### src/design/tmc_pkg.sv
// ==========================================================
// timer modulator counter constants
package tmc_pkg;
  // register byte offsets on the axi4-lite port
  localparam logic [7:0] ADDR_MODE = 8'h00;
  localparam logic [7:0] ADDR_CTRL = 8'h04;
  localparam logic [7:0] ADDR_CLKSEL = 8'h08;
  localparam logic [7:0] ADDR_CMODE1 = 8'h0C;
  localparam logic [7:0] ADDR_CMODE2 = 8'h10;
  localparam logic [7:0] ADDR_CMP1 = 8'h14;
  localparam logic [7:0] ADDR_CMP2 = 8'h18;
  localparam logic [7:0] ADDR_CAPT = 8'h1C;
  localparam logic [7:0] ADDR_STAT = 8'h20;
  // values after reset
  localparam logic [3:0] MODE_RST = 4'hF;
  localparam logic [3:0] CTRL_RST = 4'h0;
  localparam logic [7:0] CLKSEL_RST = 8'h02;
  localparam logic [3:0] CMODE_RST = 4'h0;
  localparam logic [7:0] CMP_RST = 8'hFF;
  // run control register fields
  localparam int CTRL_RUN = 0;
  localparam int CTRL_INIT = 1;
  localparam int CTRL_TRIG = 2;
  localparam int CTRL_EIM = 3;
  // compare-mode register fields
  localparam int CM_RST = 0;
  localparam int CM_IRQ = 1;
  localparam int CM_TOG = 2;
  localparam int CM_SGL = 3;
  // clock-select register fields
  localparam int CS_EXT = 0;
  localparam int CS_EDGE = 1;
  localparam int CS_DIV = 4;
  // status register fields
  localparam int ST_RUN = 0;
  localparam int ST_CM1 = 1;
  localparam int ST_CM2 = 2;
  localparam int ST_EDGE = 3;
  // axi responses
  localparam logic [1:0] RESP_OKAY = 2'b00;
  localparam logic [1:0] RESP_SLVERR = 2'b10;
  // mode codes
  typedef enum logic [3:0] {
    TMC_M1 = 4'b1111, TMC_M2 = 4'b1110, TMC_M3 = 4'b1101, TMC_M4 = 4'b1100,
    TMC_M5 = 4'b1011, TMC_M6 = 4'b1010, TMC_M7 = 4'b1001, TMC_M8 = 4'b1000,
    TMC_M9 = 4'b0111, TMC_M10 = 4'b0110, TMC_M11 = 4'b0101, TMC_M12 = 4'b0100
  } tmc_mode_t;
  // run sequencer states
  typedef enum logic [1:0] {
    TMC_IDLE = 2'b00, TMC_WAIT = 2'b01, TMC_CNT = 2'b10
  } tmc_state_t;
endpackage : tmc_pkg

### src/design/tmc_timer.sv
// Decided for this implementation: the placing of the registers and register access over AXI4-Lite.
`timescale 1ns/100ps
`default_nettype none
// Notes on behaviour
// - 8-bit up counter, two compares, one capture
// - external input synchronised to system clock
// - trigger mode waits for input edge
// - single-action match fires once per start
// - match resets, interrupts or toggles per mask
// - compares alternate one, two, one after start
// - one single-action register: only other afterwards
// - run register: start, initial level, edge mask
// - clock select: source and active edge
// - edge interrupt only when masked in, stopped
// - status shows run, matches, edge
// - match after programmed value plus one counts
// - mode 1 counts, capture shows count
// - mode 2 first edge starts, later capture-restart
// - trigger restart re-arms single actions
// - mode 3 companion toggle captures, resets, re-arms
// - modes 4, 5 drive companion output
// - mode 6 companion toggle gates carrier
// - mode 7 serial output gates carrier
// - mode 8 serial output picks compare register
// - mode 9 serial picks width, companion restarts
// - four-bit mode code, lowest four forbidden
module tmc_timer
  import tmc_pkg::*;
(
  input wire logic aclk,
  input wire logic aresetn,
  input wire logic [7:0] awaddr,
  input wire logic awvalid,
  output logic awready,
  input wire logic [31:0] wdata,
  input wire logic [3:0] wstrb,
  input wire logic wvalid,
  output logic wready,
  output logic [1:0] bresp,
  output logic bvalid,
  input wire logic bready,
  input wire logic [7:0] araddr,
  input wire logic arvalid,
  output logic arready,
  output logic [31:0] rdata,
  output logic [1:0] rresp,
  output logic rvalid,
  input wire logic rready,
  input wire logic external_timer_input,
  input wire logic companion_toggle_flop,
  input wire logic companion_output,
  input wire logic serial_data_out,
  input wire logic companion_restart,
  output logic timer_output_pin,
  output logic timer_irq
);
  // ==========================================================
  // state
  logic [3:0] mode_ff; // mode_select_register
  logic [3:0] ctrl_ff; // run_control_register
  logic [7:0] clksel_ff; // source, edge, prescale
  logic [3:0] cmode1_ff; // compare_mode_reg_one
  logic [3:0] cmode2_ff; // compare_mode_reg_two
  logic [7:0] cmp1_ff; // compare_value_one
  logic [7:0] cmp2_ff; // compare_value_two
  logic [7:0] capt_ff; // capture register
  logic [3:0] stat_ff; // sticky event flags, bit 0 unused
  logic [7:0] cnt_ff; // the counter
  logic sel2_ff; // next compare is register two
  logic done1_ff; // single action one used up
  logic done2_ff; // single action two used up
  logic tog_ff; // own_toggle_flop
  logic out_ff; // registered output pin
  logic [2:0] div_ff; // internal prescaler
  logic ext_s1_ff, ext_s2_ff, ext_s3_ff; // input synchroniser
  logic ctog_d_ff; // last companion toggle level
  tmc_state_t state_ff; // run sequencer
  tmc_state_t nxt_state;
  // bus holding registers
  logic aw_hold_ff, w_hold_ff;
  logic [7:0] awaddr_ff;
  logic [31:0] wdata_ff;
  logic wstrb0_ff;

  // ==========================================================
  // input stage
  // two flops before use; third stage only for edge finding
  always_ff @(posedge aclk) begin
    if (!aresetn) begin
      ext_s1_ff <= 1'b0;
      ext_s2_ff <= 1'b0;
      ext_s3_ff <= 1'b0;
      ctog_d_ff <= 1'b0;
    end else begin
      ext_s1_ff <= external_timer_input;
      ext_s2_ff <= ext_s1_ff;
      ext_s3_ff <= ext_s2_ff;
      ctog_d_ff <= companion_toggle_flop;
    end
  end

  logic rise, fall, act_edge, companion_toggle_flop_chg;
  assign rise = ext_s2_ff & ~ext_s3_ff;
  assign fall = ~ext_s2_ff & ext_s3_ff;
  // edge code: bit0 rising, bit1 falling, both for any edge
  assign act_edge = (clksel_ff[CS_EDGE] & rise) | (clksel_ff[CS_EDGE+1] & fall);
  assign companion_toggle_flop_chg = companion_toggle_flop ^ ctog_d_ff;

  // ==========================================================
  // mode decode
  logic is_m2, is_m3, is_sel_so, bad_mode, running, int_only;
  assign is_m2 = (mode_ff == TMC_M2) || (mode_ff == TMC_M5);
  assign is_m3 = (mode_ff == TMC_M3);
  assign is_sel_so = (mode_ff == TMC_M8) || (mode_ff == TMC_M9);
  assign bad_mode = (mode_ff[3:2] == 2'b00);
  // forbidden codes keep the counter idle rather than guess
  assign running = (state_ff == TMC_CNT) && !bad_mode;
  assign int_only = is_m2; // trigger-restart modes count internally

  // ==========================================================
  // clock source: prescaled system clock or input edges
  logic int_tick, tick;
  assign int_tick = (div_ff == clksel_ff[CS_DIV +: 3]);
  assign tick = (clksel_ff[CS_EXT] && !int_only) ? act_edge : int_tick;

  always_ff @(posedge aclk) begin
    if (!aresetn) begin
      div_ff <= 3'h0;
    end else if (int_tick) begin
      div_ff <= 3'h0;
    end else begin
      div_ff <= div_ff + 3'h1;
    end
  end

  // ==========================================================
  // run sequencer
  logic start_evt, restart_evt;
  assign start_evt = (state_ff != TMC_CNT) && (nxt_state == TMC_CNT);
  // restart events reset the counter and re-arm single actions
  assign restart_evt = running && ((is_m2 && act_edge)
    || (is_m3 && companion_toggle_flop_chg)
    || ((mode_ff == TMC_M9) && companion_restart));

  always_comb begin
    nxt_state = state_ff;
    case (state_ff)
      TMC_IDLE: begin
        if (ctrl_ff[CTRL_RUN]) begin
          // mode 2 and trigger mode wait for the input
          nxt_state = (ctrl_ff[CTRL_TRIG] || is_m2) ? TMC_WAIT : TMC_CNT;
        end
      end
      TMC_WAIT: begin
        if (!ctrl_ff[CTRL_RUN]) begin
          nxt_state = TMC_IDLE;
        end else if (act_edge) begin
          nxt_state = TMC_CNT;
        end
      end
      TMC_CNT: begin
        if (!ctrl_ff[CTRL_RUN]) begin
          nxt_state = TMC_IDLE;
        end
      end
      default: begin
        nxt_state = TMC_IDLE;
      end
    endcase
  end

  always_ff @(posedge aclk) begin
    if (!aresetn) begin
      state_ff <= TMC_IDLE;
    end else begin
      state_ff <= nxt_state;
    end
  end

  // ==========================================================
  // compare stage
  logic sel_eff, cur_done, oth_done, hit, match1, match2;
  logic [7:0] cmp_val;
  logic [3:0] cm_cur;
  // modes 8 and 9 take the register from the serial data
  assign sel_eff = is_sel_so ? serial_data_out : sel2_ff;
  assign cmp_val = sel_eff ? cmp2_ff : cmp1_ff;
  assign cm_cur = sel_eff ? cmode2_ff : cmode1_ff;
  assign cur_done = sel_eff ? done2_ff : done1_ff;
  assign oth_done = sel_eff ? done1_ff : done2_ff;
  // reaching x from zero takes x+1 ticks, the tick at x included
  assign hit = running && tick && (cnt_ff == cmp_val) && !cur_done;
  assign match1 = hit && !sel_eff;
  assign match2 = hit && sel_eff;

  // counter
  always_ff @(posedge aclk) begin
    if (!aresetn) begin
      cnt_ff <= 8'h00;
    end else if (start_evt || restart_evt) begin
      cnt_ff <= 8'h00;
    end else if (hit && cm_cur[CM_RST]) begin
      cnt_ff <= 8'h00;
    end else if (running && tick) begin
      cnt_ff <= cnt_ff + 8'h01;
    end
  end

  // compare alternation; a used-up single action is skipped
  always_ff @(posedge aclk) begin
    if (!aresetn) begin
      sel2_ff <= 1'b0;
    end else if (start_evt || restart_evt) begin
      sel2_ff <= 1'b0;
    end else if (hit && !oth_done) begin
      sel2_ff <= ~sel_eff;
    end
  end

  // single-action bookkeeping
  always_ff @(posedge aclk) begin
    if (!aresetn) begin
      done1_ff <= 1'b0;
      done2_ff <= 1'b0;
    end else if (start_evt || restart_evt) begin
      done1_ff <= 1'b0;
      done2_ff <= 1'b0;
    end else begin
      if (match1 && cmode1_ff[CM_SGL]) begin
        done1_ff <= 1'b1;
      end
      if (match2 && cmode2_ff[CM_SGL]) begin
        done2_ff <= 1'b1;
      end
    end
  end

  // capture: on restart events except in mode 9, else tracks the count in mode 1/4
  always_ff @(posedge aclk) begin
    if (!aresetn) begin
      capt_ff <= 8'h00;
    end else if (restart_evt && !(mode_ff == TMC_M9)) begin
      capt_ff <= cnt_ff;
    end else if (mode_ff == TMC_M1 || mode_ff == TMC_M4) begin
      capt_ff <= cnt_ff;
    end
  end

  // ==========================================================
  // output stage
  always_ff @(posedge aclk) begin
    if (!aresetn) begin
      tog_ff <= 1'b0;
    end else if (state_ff != TMC_CNT) begin
      tog_ff <= ctrl_ff[CTRL_INIT];
    end else if (hit && cm_cur[CM_TOG]) begin
      tog_ff <= ~tog_ff;
    end
  end

  logic nxt_out;
  always_comb begin
    case (mode_ff)
      TMC_M4, TMC_M5: nxt_out = companion_output;
      TMC_M6: nxt_out = tog_ff & companion_toggle_flop;
      TMC_M7: nxt_out = tog_ff & serial_data_out;
      default: nxt_out = tog_ff;
    endcase
  end

  always_ff @(posedge aclk) begin
    if (!aresetn) begin
      out_ff <= 1'b0;
    end else begin
      out_ff <= nxt_out;
    end
  end
  assign timer_output_pin = out_ff;

  // ==========================================================
  // axi4-lite write channel
  logic do_wr, wr_en, bvalid_ff;
  logic [1:0] bresp_ff;
  logic wr_map;
  assign awready = !aw_hold_ff && !bvalid_ff;
  assign wready = !w_hold_ff && !bvalid_ff;
  assign do_wr = aw_hold_ff && w_hold_ff;
  // fields all live in byte lane 0
  assign wr_en = do_wr && wstrb0_ff;
  assign wr_map = (awaddr_ff <= ADDR_STAT) && (awaddr_ff[1:0] == 2'b00);

  always_ff @(posedge aclk) begin
    if (!aresetn) begin
      aw_hold_ff <= 1'b0;
      w_hold_ff <= 1'b0;
      awaddr_ff <= 8'h00;
      wdata_ff <= 32'h00000000;
      wstrb0_ff <= 1'b0;
      bvalid_ff <= 1'b0;
      bresp_ff <= RESP_OKAY;
    end else begin
      if (awvalid && awready) begin
        aw_hold_ff <= 1'b1;
        awaddr_ff <= awaddr;
      end
      if (wvalid && wready) begin
        w_hold_ff <= 1'b1;
        wdata_ff <= wdata;
        wstrb0_ff <= wstrb[0];
      end
      if (do_wr) begin
        aw_hold_ff <= 1'b0;
        w_hold_ff <= 1'b0;
        bvalid_ff <= 1'b1;
        bresp_ff <= wr_map ? RESP_OKAY : RESP_SLVERR;
      end else if (bvalid_ff && bready) begin
        bvalid_ff <= 1'b0;
      end
    end
  end
  assign bvalid = bvalid_ff;
  assign bresp = bresp_ff;

  // configuration registers
  always_ff @(posedge aclk) begin
    if (!aresetn) begin
      mode_ff <= MODE_RST;
      ctrl_ff <= CTRL_RST;
      clksel_ff <= CLKSEL_RST;
      cmode1_ff <= CMODE_RST;
      cmode2_ff <= CMODE_RST;
      cmp1_ff <= CMP_RST;
      cmp2_ff <= CMP_RST;
    end else if (wr_en) begin
      case (awaddr_ff)
        ADDR_MODE: mode_ff <= wdata_ff[3:0];
        ADDR_CTRL: ctrl_ff <= wdata_ff[3:0];
        ADDR_CLKSEL: clksel_ff <= wdata_ff[7:0];
        ADDR_CMODE1: cmode1_ff <= wdata_ff[3:0];
        ADDR_CMODE2: cmode2_ff <= wdata_ff[3:0];
        ADDR_CMP1: cmp1_ff <= wdata_ff[7:0];
        ADDR_CMP2: cmp2_ff <= wdata_ff[7:0];
        default: begin
        end
      endcase
    end
  end

  // sticky event flags: write one to clear, a new event wins
  logic [3:0] set_v, clr_v;
  assign set_v = {act_edge && ctrl_ff[CTRL_EIM] && !ctrl_ff[CTRL_RUN],
    match2 && cmode2_ff[CM_IRQ], match1 && cmode1_ff[CM_IRQ], 1'b0};
  assign clr_v = (wr_en && awaddr_ff == ADDR_STAT) ? wdata_ff[3:0] : 4'h0;

  always_ff @(posedge aclk) begin
    if (!aresetn) begin
      stat_ff <= 4'h0;
    end else begin
      stat_ff <= (stat_ff & ~clr_v) | set_v;
    end
  end
  // all events share one line
  assign timer_irq = |stat_ff[3:1];

  // ==========================================================
  // axi4-lite read channel
  logic rvalid_ff;
  logic [31:0] rdata_ff, nxt_rdata;
  logic [1:0] rresp_ff, nxt_rresp;
  assign arready = !rvalid_ff;

  always_comb begin
    nxt_rdata = 32'h00000000;
    nxt_rresp = RESP_OKAY;
    case (araddr)
      ADDR_MODE: nxt_rdata[3:0] = mode_ff;
      ADDR_CTRL: nxt_rdata[3:0] = ctrl_ff;
      ADDR_CLKSEL: nxt_rdata[7:0] = clksel_ff;
      ADDR_CMODE1: nxt_rdata[3:0] = cmode1_ff;
      ADDR_CMODE2: nxt_rdata[3:0] = cmode2_ff;
      ADDR_CMP1: nxt_rdata[7:0] = cmp1_ff;
      ADDR_CMP2: nxt_rdata[7:0] = cmp2_ff;
      ADDR_CAPT: nxt_rdata[7:0] = capt_ff;
      ADDR_STAT: nxt_rdata[3:0] = {stat_ff[3:1], running};
      default: nxt_rresp = RESP_SLVERR;
    endcase
  end

  always_ff @(posedge aclk) begin
    if (!aresetn) begin
      rvalid_ff <= 1'b0;
      rdata_ff <= 32'h00000000;
      rresp_ff <= RESP_OKAY;
    end else if (arvalid && arready) begin
      rvalid_ff <= 1'b1;
      rdata_ff <= nxt_rdata;
      rresp_ff <= nxt_rresp;
    end else if (rvalid_ff && rready) begin
      rvalid_ff <= 1'b0;
    end
  end
  assign rvalid = rvalid_ff;
  assign rdata = rdata_ff;
  assign rresp = rresp_ff;
endmodule : tmc_timer
`default_nettype wire

### config.mk
export PLATFORM = sky130hd
export DESIGN_NAME = tmc_timer
export DESIGN_NICKNAME = d
export VERILOG_FILES = /design/src/design/tmc_pkg.sv /design/src/design/tmc_timer.sv
export SDC_FILE = /design/constraint.sdc
export NUM_CORES = 1
export LEC_CHECK = 0
export BUFFER_PORTS_ARGS = -buffer_cell sky130_fd_sc_hd__buf_4
export CELL_PAD_IN_SITES_DETAIL_PLACEMENT = 1
export CELL_PAD_IN_SITES_GLOBAL_PLACEMENT = 1
export CORE_ASPECT_RATIO = 0.75
export CORE_UTILIZATION = 42
export CTS_CLUSTER_SIZE = 20
export DETAILED_ROUTE_END_ITERATION = 16
export GPL_ROUTABILITY_DRIVEN = 1
export GPL_TIMING_DRIVEN = 0
export PLACE_DENSITY_LB_ADDON = 0.15
export SYNTH_ARGS = -nofsm -noshare
export SYNTH_HDL_FRONTEND = slang
export SYNTH_SLANG_ARGS = --single-unit
### constraint.sdc
create_clock -name aclk -period 4.5 [get_ports aclk]
set_clock_uncertainty 0.15 [all_clocks]
set_input_delay 0.225 -clock aclk [delete_from_list [all_inputs] [get_ports aclk]]
set_output_delay 0.225 -clock aclk [all_outputs]
set_load 0.1 [all_outputs]
**Word-level counts from Yosys, hierarchy flattened**

Cells that the tools add are included.

- Magnitude comparators: 1
- Shift-type cells: 0
- Equal/unequal tests: 30
- Bitwise operators: 16
- Multiplexer cells: 26
- $add $sub $neg: 2
- Multipliers: 0
- Reduce and logical (&&, ||, !) cells: 74
- Div/mod/pow operators: 0

Operator list:

| kind | number |
|---|---|
| $eq A8 B5 Y1 const B | 7 |
| $pmux W4 S9 | 1 |
| $logic_and A1 B1 Y1 | 33 |
| $eq A4 B4 Y1 const B | 8 |
| $eq A8 B4 Y1 const B | 4 |
| $mux W8 | 3 |
| $eq A8 B3 Y1 const B | 2 |
| $eq A8 B6 Y1 const B | 2 |
| $logic_not A8 Y1 | 2 |
| $pmux W4 S4 | 1 |
| $mux W2 | 7 |
| $reduce_and A2 Y1 | 7 |
| $logic_not A1 Y1 | 11 |
| $mux W1 | 10 |
| $reduce_or A9 Y1 | 1 |
| $add A8 B1 Y8 const B | 1 |
| $eq A8 B8 Y1 | 1 |
| $le A8 B6 Y1 const B | 1 |
| $reduce_bool A2 Y1 | 4 |
| $reduce_or A2 Y1 | 4 |
| $logic_or A1 B1 Y1 | 7 |
| $and A1 B1 Y1 | 6 |
| $logic_not A2 Y1 | 3 |
| $pmux W2 S3 | 1 |
| 16 further kinds | 22 |

- Bits of input ports: 64
- Output and inout port bits: 43
- Memories kept: 0
- Bits in writable memories: 0
- Bits in latches: 0
- Bits in registers: 107
- Bits in read-only memories: 0

**Logic depth before layout (Yosys ltp)**

- Depth in word-level cells: 11
- Depth in mapped cells: 9
- Depth with buffers taken out: 7

**Worst setup path before layout**

OpenSTA, ideal clock, no wires.

- Kind: register -> register
- Start: reg bvalid_ff (netlist: bvalid)
- End: reg wdata_ff[2]
- Data required time: 4218 ps
- Path slack: 1406 ps
- Library setup time: 132 ps
- Stages on the path, launching flop included: 5
- Path buffers: 0
- Data arrival time: 2811 ps
- Cell sequence: dfxtp_1 > nor2_1 > nand2_1 > nand2_1 > a21oi_1

- Cells in the longest elaborated chain, start to end: 3

RTL lines:

| what | RTL line | source |
|---|---|---|
| start: declaration | tmc_timer.sv:282 | `logic do_wr, wr_en, bvalid_ff;` |
| start signal: assignment | tmc_timer.sv:299 | `bvalid_ff <= 1'b0;` |
| start signal: assignment | tmc_timer.sv:314 | `bvalid_ff <= 1'b1;` |
| start signal: assignment | tmc_timer.sv:317 | `bvalid_ff <= 1'b0;` |
| $logic_not A1 Y1 | tmc_timer.sv:286 | `assign wready = !w_hold_ff && !bvalid_ff;` |
| $logic_and A1 B1 Y1 | tmc_timer.sv:286 |  |
| named net wready | tmc_timer.sv:38 | `output logic wready,` |
| $logic_and A1 B1 Y1 | tmc_timer.sv:306 | `if (wvalid && wready) begin` |
| end signal: assignment | tmc_timer.sv:308 | `wdata_ff <= wdata;` |
| end: declaration | tmc_timer.sv:82 | `logic [31:0] wdata_ff;` |

The timed path passes the listed nets, and every way through them passes these cells.
A chain may end at the register's enable or synchronous reset.

**Worst setup path in the final report**

- Start: reg mode_ff[0]
- End: reg cnt_ff[3]

- Cells in the longest elaborated chain, start to end: 10
- Elaborated cells between the ends (all ways): 34
- Classes of those cells: eq/ne: 7; mux: 8; reduce/logical: 19

RTL lines:

| what | RTL line | source |
|---|---|---|
| start: declaration | tmc_timer.sv:59 | `logic [3:0] mode_ff;` |
| start signal: assignment | tmc_timer.sv:336 | `ADDR_MODE: mode_ff <= wdata_ff[3:0];` |
| $eq A4 B4 Y1 | tmc_timer.sv:112 | `assign is_m2 = (mode_ff == TMC_M2) \|\| (mode_ff == TMC_M5);` |
| $logic_or A1 B1 Y1 | tmc_timer.sv:112 |  |
| $logic_or A1 B1 Y1 or $logic_not A1 Y1 (tied branches) | tmc_timer.sv:151, tmc_timer.sv:124 |  |
| $mux W2 or $logic_and A1 B1 Y1 (tied branches) | tmc_timer.sv:151, tmc_timer.sv:124 |  |
| $mux W2 or $mux W1 (tied branches) | tmc_timer.sv:149, tmc_timer.sv:124 |  |
| $pmux W2 S3 or $logic_and A1 B1 Y1 (tied branches) | tmc_timer.sv:147, tmc_timer.sv:192, tmc_timer.sv:204 |  |
| $eq A2 B2 Y1 or $logic_and A1 B1 Y1 (tied branches) | tmc_timer.sv:139, tmc_timer.sv:192 |  |
| $logic_and A1 B1 Y1, on equally long branches | tmc_timer.sv:139, tmc_timer.sv:192 |  |
| $logic_or A1 B1 Y1 or $logic_and A1 B1 Y1 (tied branches) | tmc_timer.sv:200, tmc_timer.sv:202 |  |
| $reduce_or A3 Y1 (no line) | n/a |  |
| end signal: assignment | tmc_timer.sv:205 | `cnt_ff <= cnt_ff + 8'h01;` |
| end: declaration | tmc_timer.sv:68 | `logic [7:0] cnt_ff;` |

Parallel ways exist; a longest one is shown, timed or not.

==> impl_metrics.env <==
export IMPL_status="finished clean"
export IMPL_die_w_um=130
export IMPL_crit_top_cell="nor2_1"
export IMPL_ys_flop_type="dfxtp_1"
export IMPL_path_clk_slew_ns=0.07
export IMPL_hold_path_class="input port to flop"
export IMPL_reg2reg_to="cnt_ff[3]$_SDFFE_PP0P_"
export IMPL_drive_above_1_share_pct=15.6
export IMPL_critPathMaxFanout=10
export IMPL_drt_iter0_drc=274
export IMPL_port_buffer_count=52
export IMPL_yosysWarnings=0
export IMPL_path_class="flop to flop"
export IMPL_crit_arrival_ns=3.31
export IMPL_crit_end="cnt_ff[3]$_SDFFE_PP0P_"
export IMPL_vias=4804
export IMPL_place_gp_congestion=0.918
export IMPL_min_period_ns=3.21
export IMPL_antenna_found_initial=0
export IMPL_cts_root_buffer_cell="clkbuf_16"
export IMPL_r2r_cells=8
export IMPL_pin_count=107
export IMPL_yosysSeqAreaShare_pct=40.4
export IMPL_initial_utilization_pct=43.7
export IMPL_final_setup_viol_count=0
export IMPL_cts_buffer_depth=2
export IMPL_rows=34
export IMPL_max_freq_mhz=312
export IMPL_dr_pass1_iters=5
export IMPL_numCtsBuffers=9
export IMPL_critPathCaptureType="flop"
export IMPL_finalSetupTns_ns=0
export IMPL_period_share_pct=71.3
export IMPL_rsz0062_at_grt="no"
export IMPL_cts_tree="built"
export IMPL_syn_inst=605
export IMPL_clkLatencyLatePin_ns=0.36
export IMPL_crit_start="mode_ff[0]$_SDFFE_PN1P_"
export IMPL_ant_nets=0
export IMPL_cts_resized=0
export IMPL_drv_cap=0
export IMPL_grt_pass1_vias=4836
export IMPL_path_cells="clkbuf_1, xor2_1, a31oi_1, mux2i_1, o211ai_1, nor2_1, a31o_2, nor2_1"
export IMPL_leakage_uw=0.00246
export IMPL_max_slew_margin_pct=10.1
export IMPL_synth_edf_count=0
export IMPL_diodes=0
export IMPL_async_flop_share_pct=0
export IMPL_core_um2=11800
export IMPL_routed_wl_um=16700
export IMPL_final_net_count=780
export IMPL_reg2reg_setup_slack_ns=1.29
export IMPL_clock_sinks=104
export IMPL_ir_drop_v=0.000232
export IMPL_grt_overflow=0
export IMPL_worst_slew_pin_slew_ns=1.33
export IMPL_start_kind="flop"
export IMPL_routed_wire_length_per_instance_um=18.9
export IMPL_postCtsSetupBuffers=0
export IMPL_grt_pass1_wl_um=26200
export IMPL_finalPower_uw=2110
export IMPL_p_per_area_nw_per_um2=331
export IMPL_slew_violations=0
export IMPL_drc=0
export IMPL_htreeDepth=3
export IMPL_holdBufCountCts=21
export IMPL_synth_seq_cells=104
export IMPL_dp_hpwl_um=12400
export IMPL_avgSynthCellArea_um2=8.51
export IMPL_syn_cell_area_um2=5150
export IMPL_cp_slowest_stage_delay_ns=0.57
export IMPL_netlist_cell_type_count=60
export IMPL_synthToLayoutAreaGrowth_pct=23.7
export IMPL_final_hold_viol_count=0
export IMPL_vias_per_cell=5.45
export IMPL_die_h_um=97.9
export IMPL_grt_max_degree=18
export IMPL_worstReg2RegStart="mode_ff[0]$_SDFFE_PN1P_"
export IMPL_die_area_um2=12700
export IMPL_critPathSlowestCell="mux2i_1"
export IMPL_grt_usage_pct=27.7
export IMPL_cp_required_ns=4.60
## cells in the mapped netlist, types with 4 or more instances
library cell / count / share of area (%)
and3_1: 4 / 0.49
a22o_1: 4 / 0.68
nand3b_1: 7 / 1.0
nand2_1: 100 / 7.3
nand4_1: 6 / 0.73
mux2i_1: 50 / 9.7
nor2b_1: 13 / 1.6
nor3b_1: 4 / 0.58
clkbuf_1: 28 / 2.0
and2_1: 9 / 1.1
a22oi_1: 12 / 1.7
a31oi_1: 4 / 0.49
a21oi_1: 28 / 2.7
mux2_2: 4 / 0.87
mux4_2: 4 / 1.7
inv_1: 5 / 0.36
nand3_1: 18 / 1.7
dfxtp_1: 104 / 40
o21ai_0: 15 / 1.5
xnor2_1: 18 / 3.1
a32o_1: 4 / 0.78
nand2b_1: 5 / 0.61
nor2_1: 68 / 5.0
buf_4: 26 / 3.8
nor3_1: 7 / 0.68
nor4_1: 4 / 0.49
## worst min path at each step
stage | from | endpoint | slack, ns | depth (start not counted)
floorplan | rready | rvalid$_SDFFE_PN0P_ | 0.18 | 1
global placement | rready | rvalid$_SDFFE_PN0P_ | 0.26 | 2
detailed placement | rready | rvalid$_SDFFE_PN0P_ | 0.27 | 2
CTS | companion_output | timer_output_pin$_SDFF_PN0_ | 0.01 | 3
global route | companion_output | timer_output_pin$_SDFF_PN0_ | 0.03 | 3
finish | companion_output | timer_output_pin$_SDFF_PN0_ | 0.005 | 3
## sequential cells by signal, indices dropped and copies added (netlist names), 4 cells and up
register   count
awaddr_ff      8
capt_ff        8
clksel_ff      8
cmode1_ff      4
cmode2_ff      4
cmp1_ff        8
cmp2_ff        8
cnt_ff         8
ctrl_ff        4
mode_ff        4
rdata          8
wdata_ff       8
## area by class of cell
cell class / count / area (µm²)
tap: 162 / 203
clock inverter: 4 / 56.3
clock buffer: 12 / 267
inverter: 6 / 22.5
fill: 1426 / 5410
timing repair buffer: 73 / 601
buffer: 57 / 315
multi-input combinational: 463 / 2830
sequential: 104 / 2080
## logic make-up after synthesis
group | count (synthesis) | share of synthesized area, %
multiplexers | 58 | 12.3
buffers and inverters | 63 | 6.56
flip-flops | 104 | 40.4
adder cells (fa/ha/maj) | 2 | 0.486
AND/OR/NAND/NOR | 257 | 23.4
other | 1 | 0.0728
XOR/XNOR | 21 | 3.57
AO/OA/AOI/OAI | 99 | 13.1
## cells in the final DEF, fill, tap and decap left out, types with 4 or more instances in the layout
master | Yosys | layout
mux4_2 | 4 | 4
nor3b_1 | 4 | 4
dfxtp_1 | 104 | 104
buf_4 | 26 | 78
and3_1 | 4 | 4
nand2_1 | 100 | 100
nand3b_1 | 7 | 7
nand4_1 | 6 | 6
o21ai_0 | 15 | 15
conb_1 | 1 | 26
a21oi_1 | 28 | 28
a22oi_1 | 12 | 12
nor3_1 | 7 | 7
clkbuf_16 | 0 | 9
clkbuf_1 | 28 | 28
nor4_1 | 4 | 4
a22o_1 | 4 | 4
nand3_1 | 18 | 18
xnor2_1 | 18 | 18
a31oi_1 | 4 | 4
nor2b_1 | 13 | 13
nand2b_1 | 5 | 5
nor2_1 | 68 | 68
a32o_1 | 4 | 4
and2_1 | 9 | 9
dlygate4sd3_1 | 0 | 21
mux2_2 | 4 | 4
mux2i_1 | 50 | 50
inv_1 | 5 | 5
## stage by stage
stage | area [µm²] | util [%] | hold WS, ns | std cells | setup WS (ns)
after floorplan | 5250 | - | 0.175 | 630 | 1.41
after global placement | 5840 | 49.5 | 0.264 | 844 | 1.45
after detailed placement | 5840 | 49.5 | 0.269 | 844 | 1.38
after CTS | 6370 | 54.1 | 0.0102 | 881 | 1.36
after global routing | 6370 | 54.1 | 0.0268 | 881 | 1.14
final | 6370 | 54.1 | 0.00463 | 881 | 1.29
## report_power, final
group	leakage, µW	total [µW]	switching [µW]	internal [µW]
Combinational	0.00145	310	224	86.4
Clock	0.000160	849	366	483
Sequential	0.000843	953	17.0	936
Total	0.00246	2110	606	1510
## layer usage
layer	wire, µm	global-route usage [%]	share of wire, %	up-vias
met5	0	0	0	-
met4	218	7.51	1.3	0
met3	896	5.70	5.4	17
met2	7570	43.0	45	143
met1	8000	38.7	48	2358
li1	-	-	-	2286
## critical path, delay by kind of cell (launching register included)
family | cells | cell delay [ns]
buf+inv | 1 | 0.38
xor+xnor | 1 | 0.16
flops | 1 | 0.35
simple gates | 2 | 0.62
mux | 1 | 0.57
compound gates | 3 | 0.87
Power figures use the tool's default switching activity.
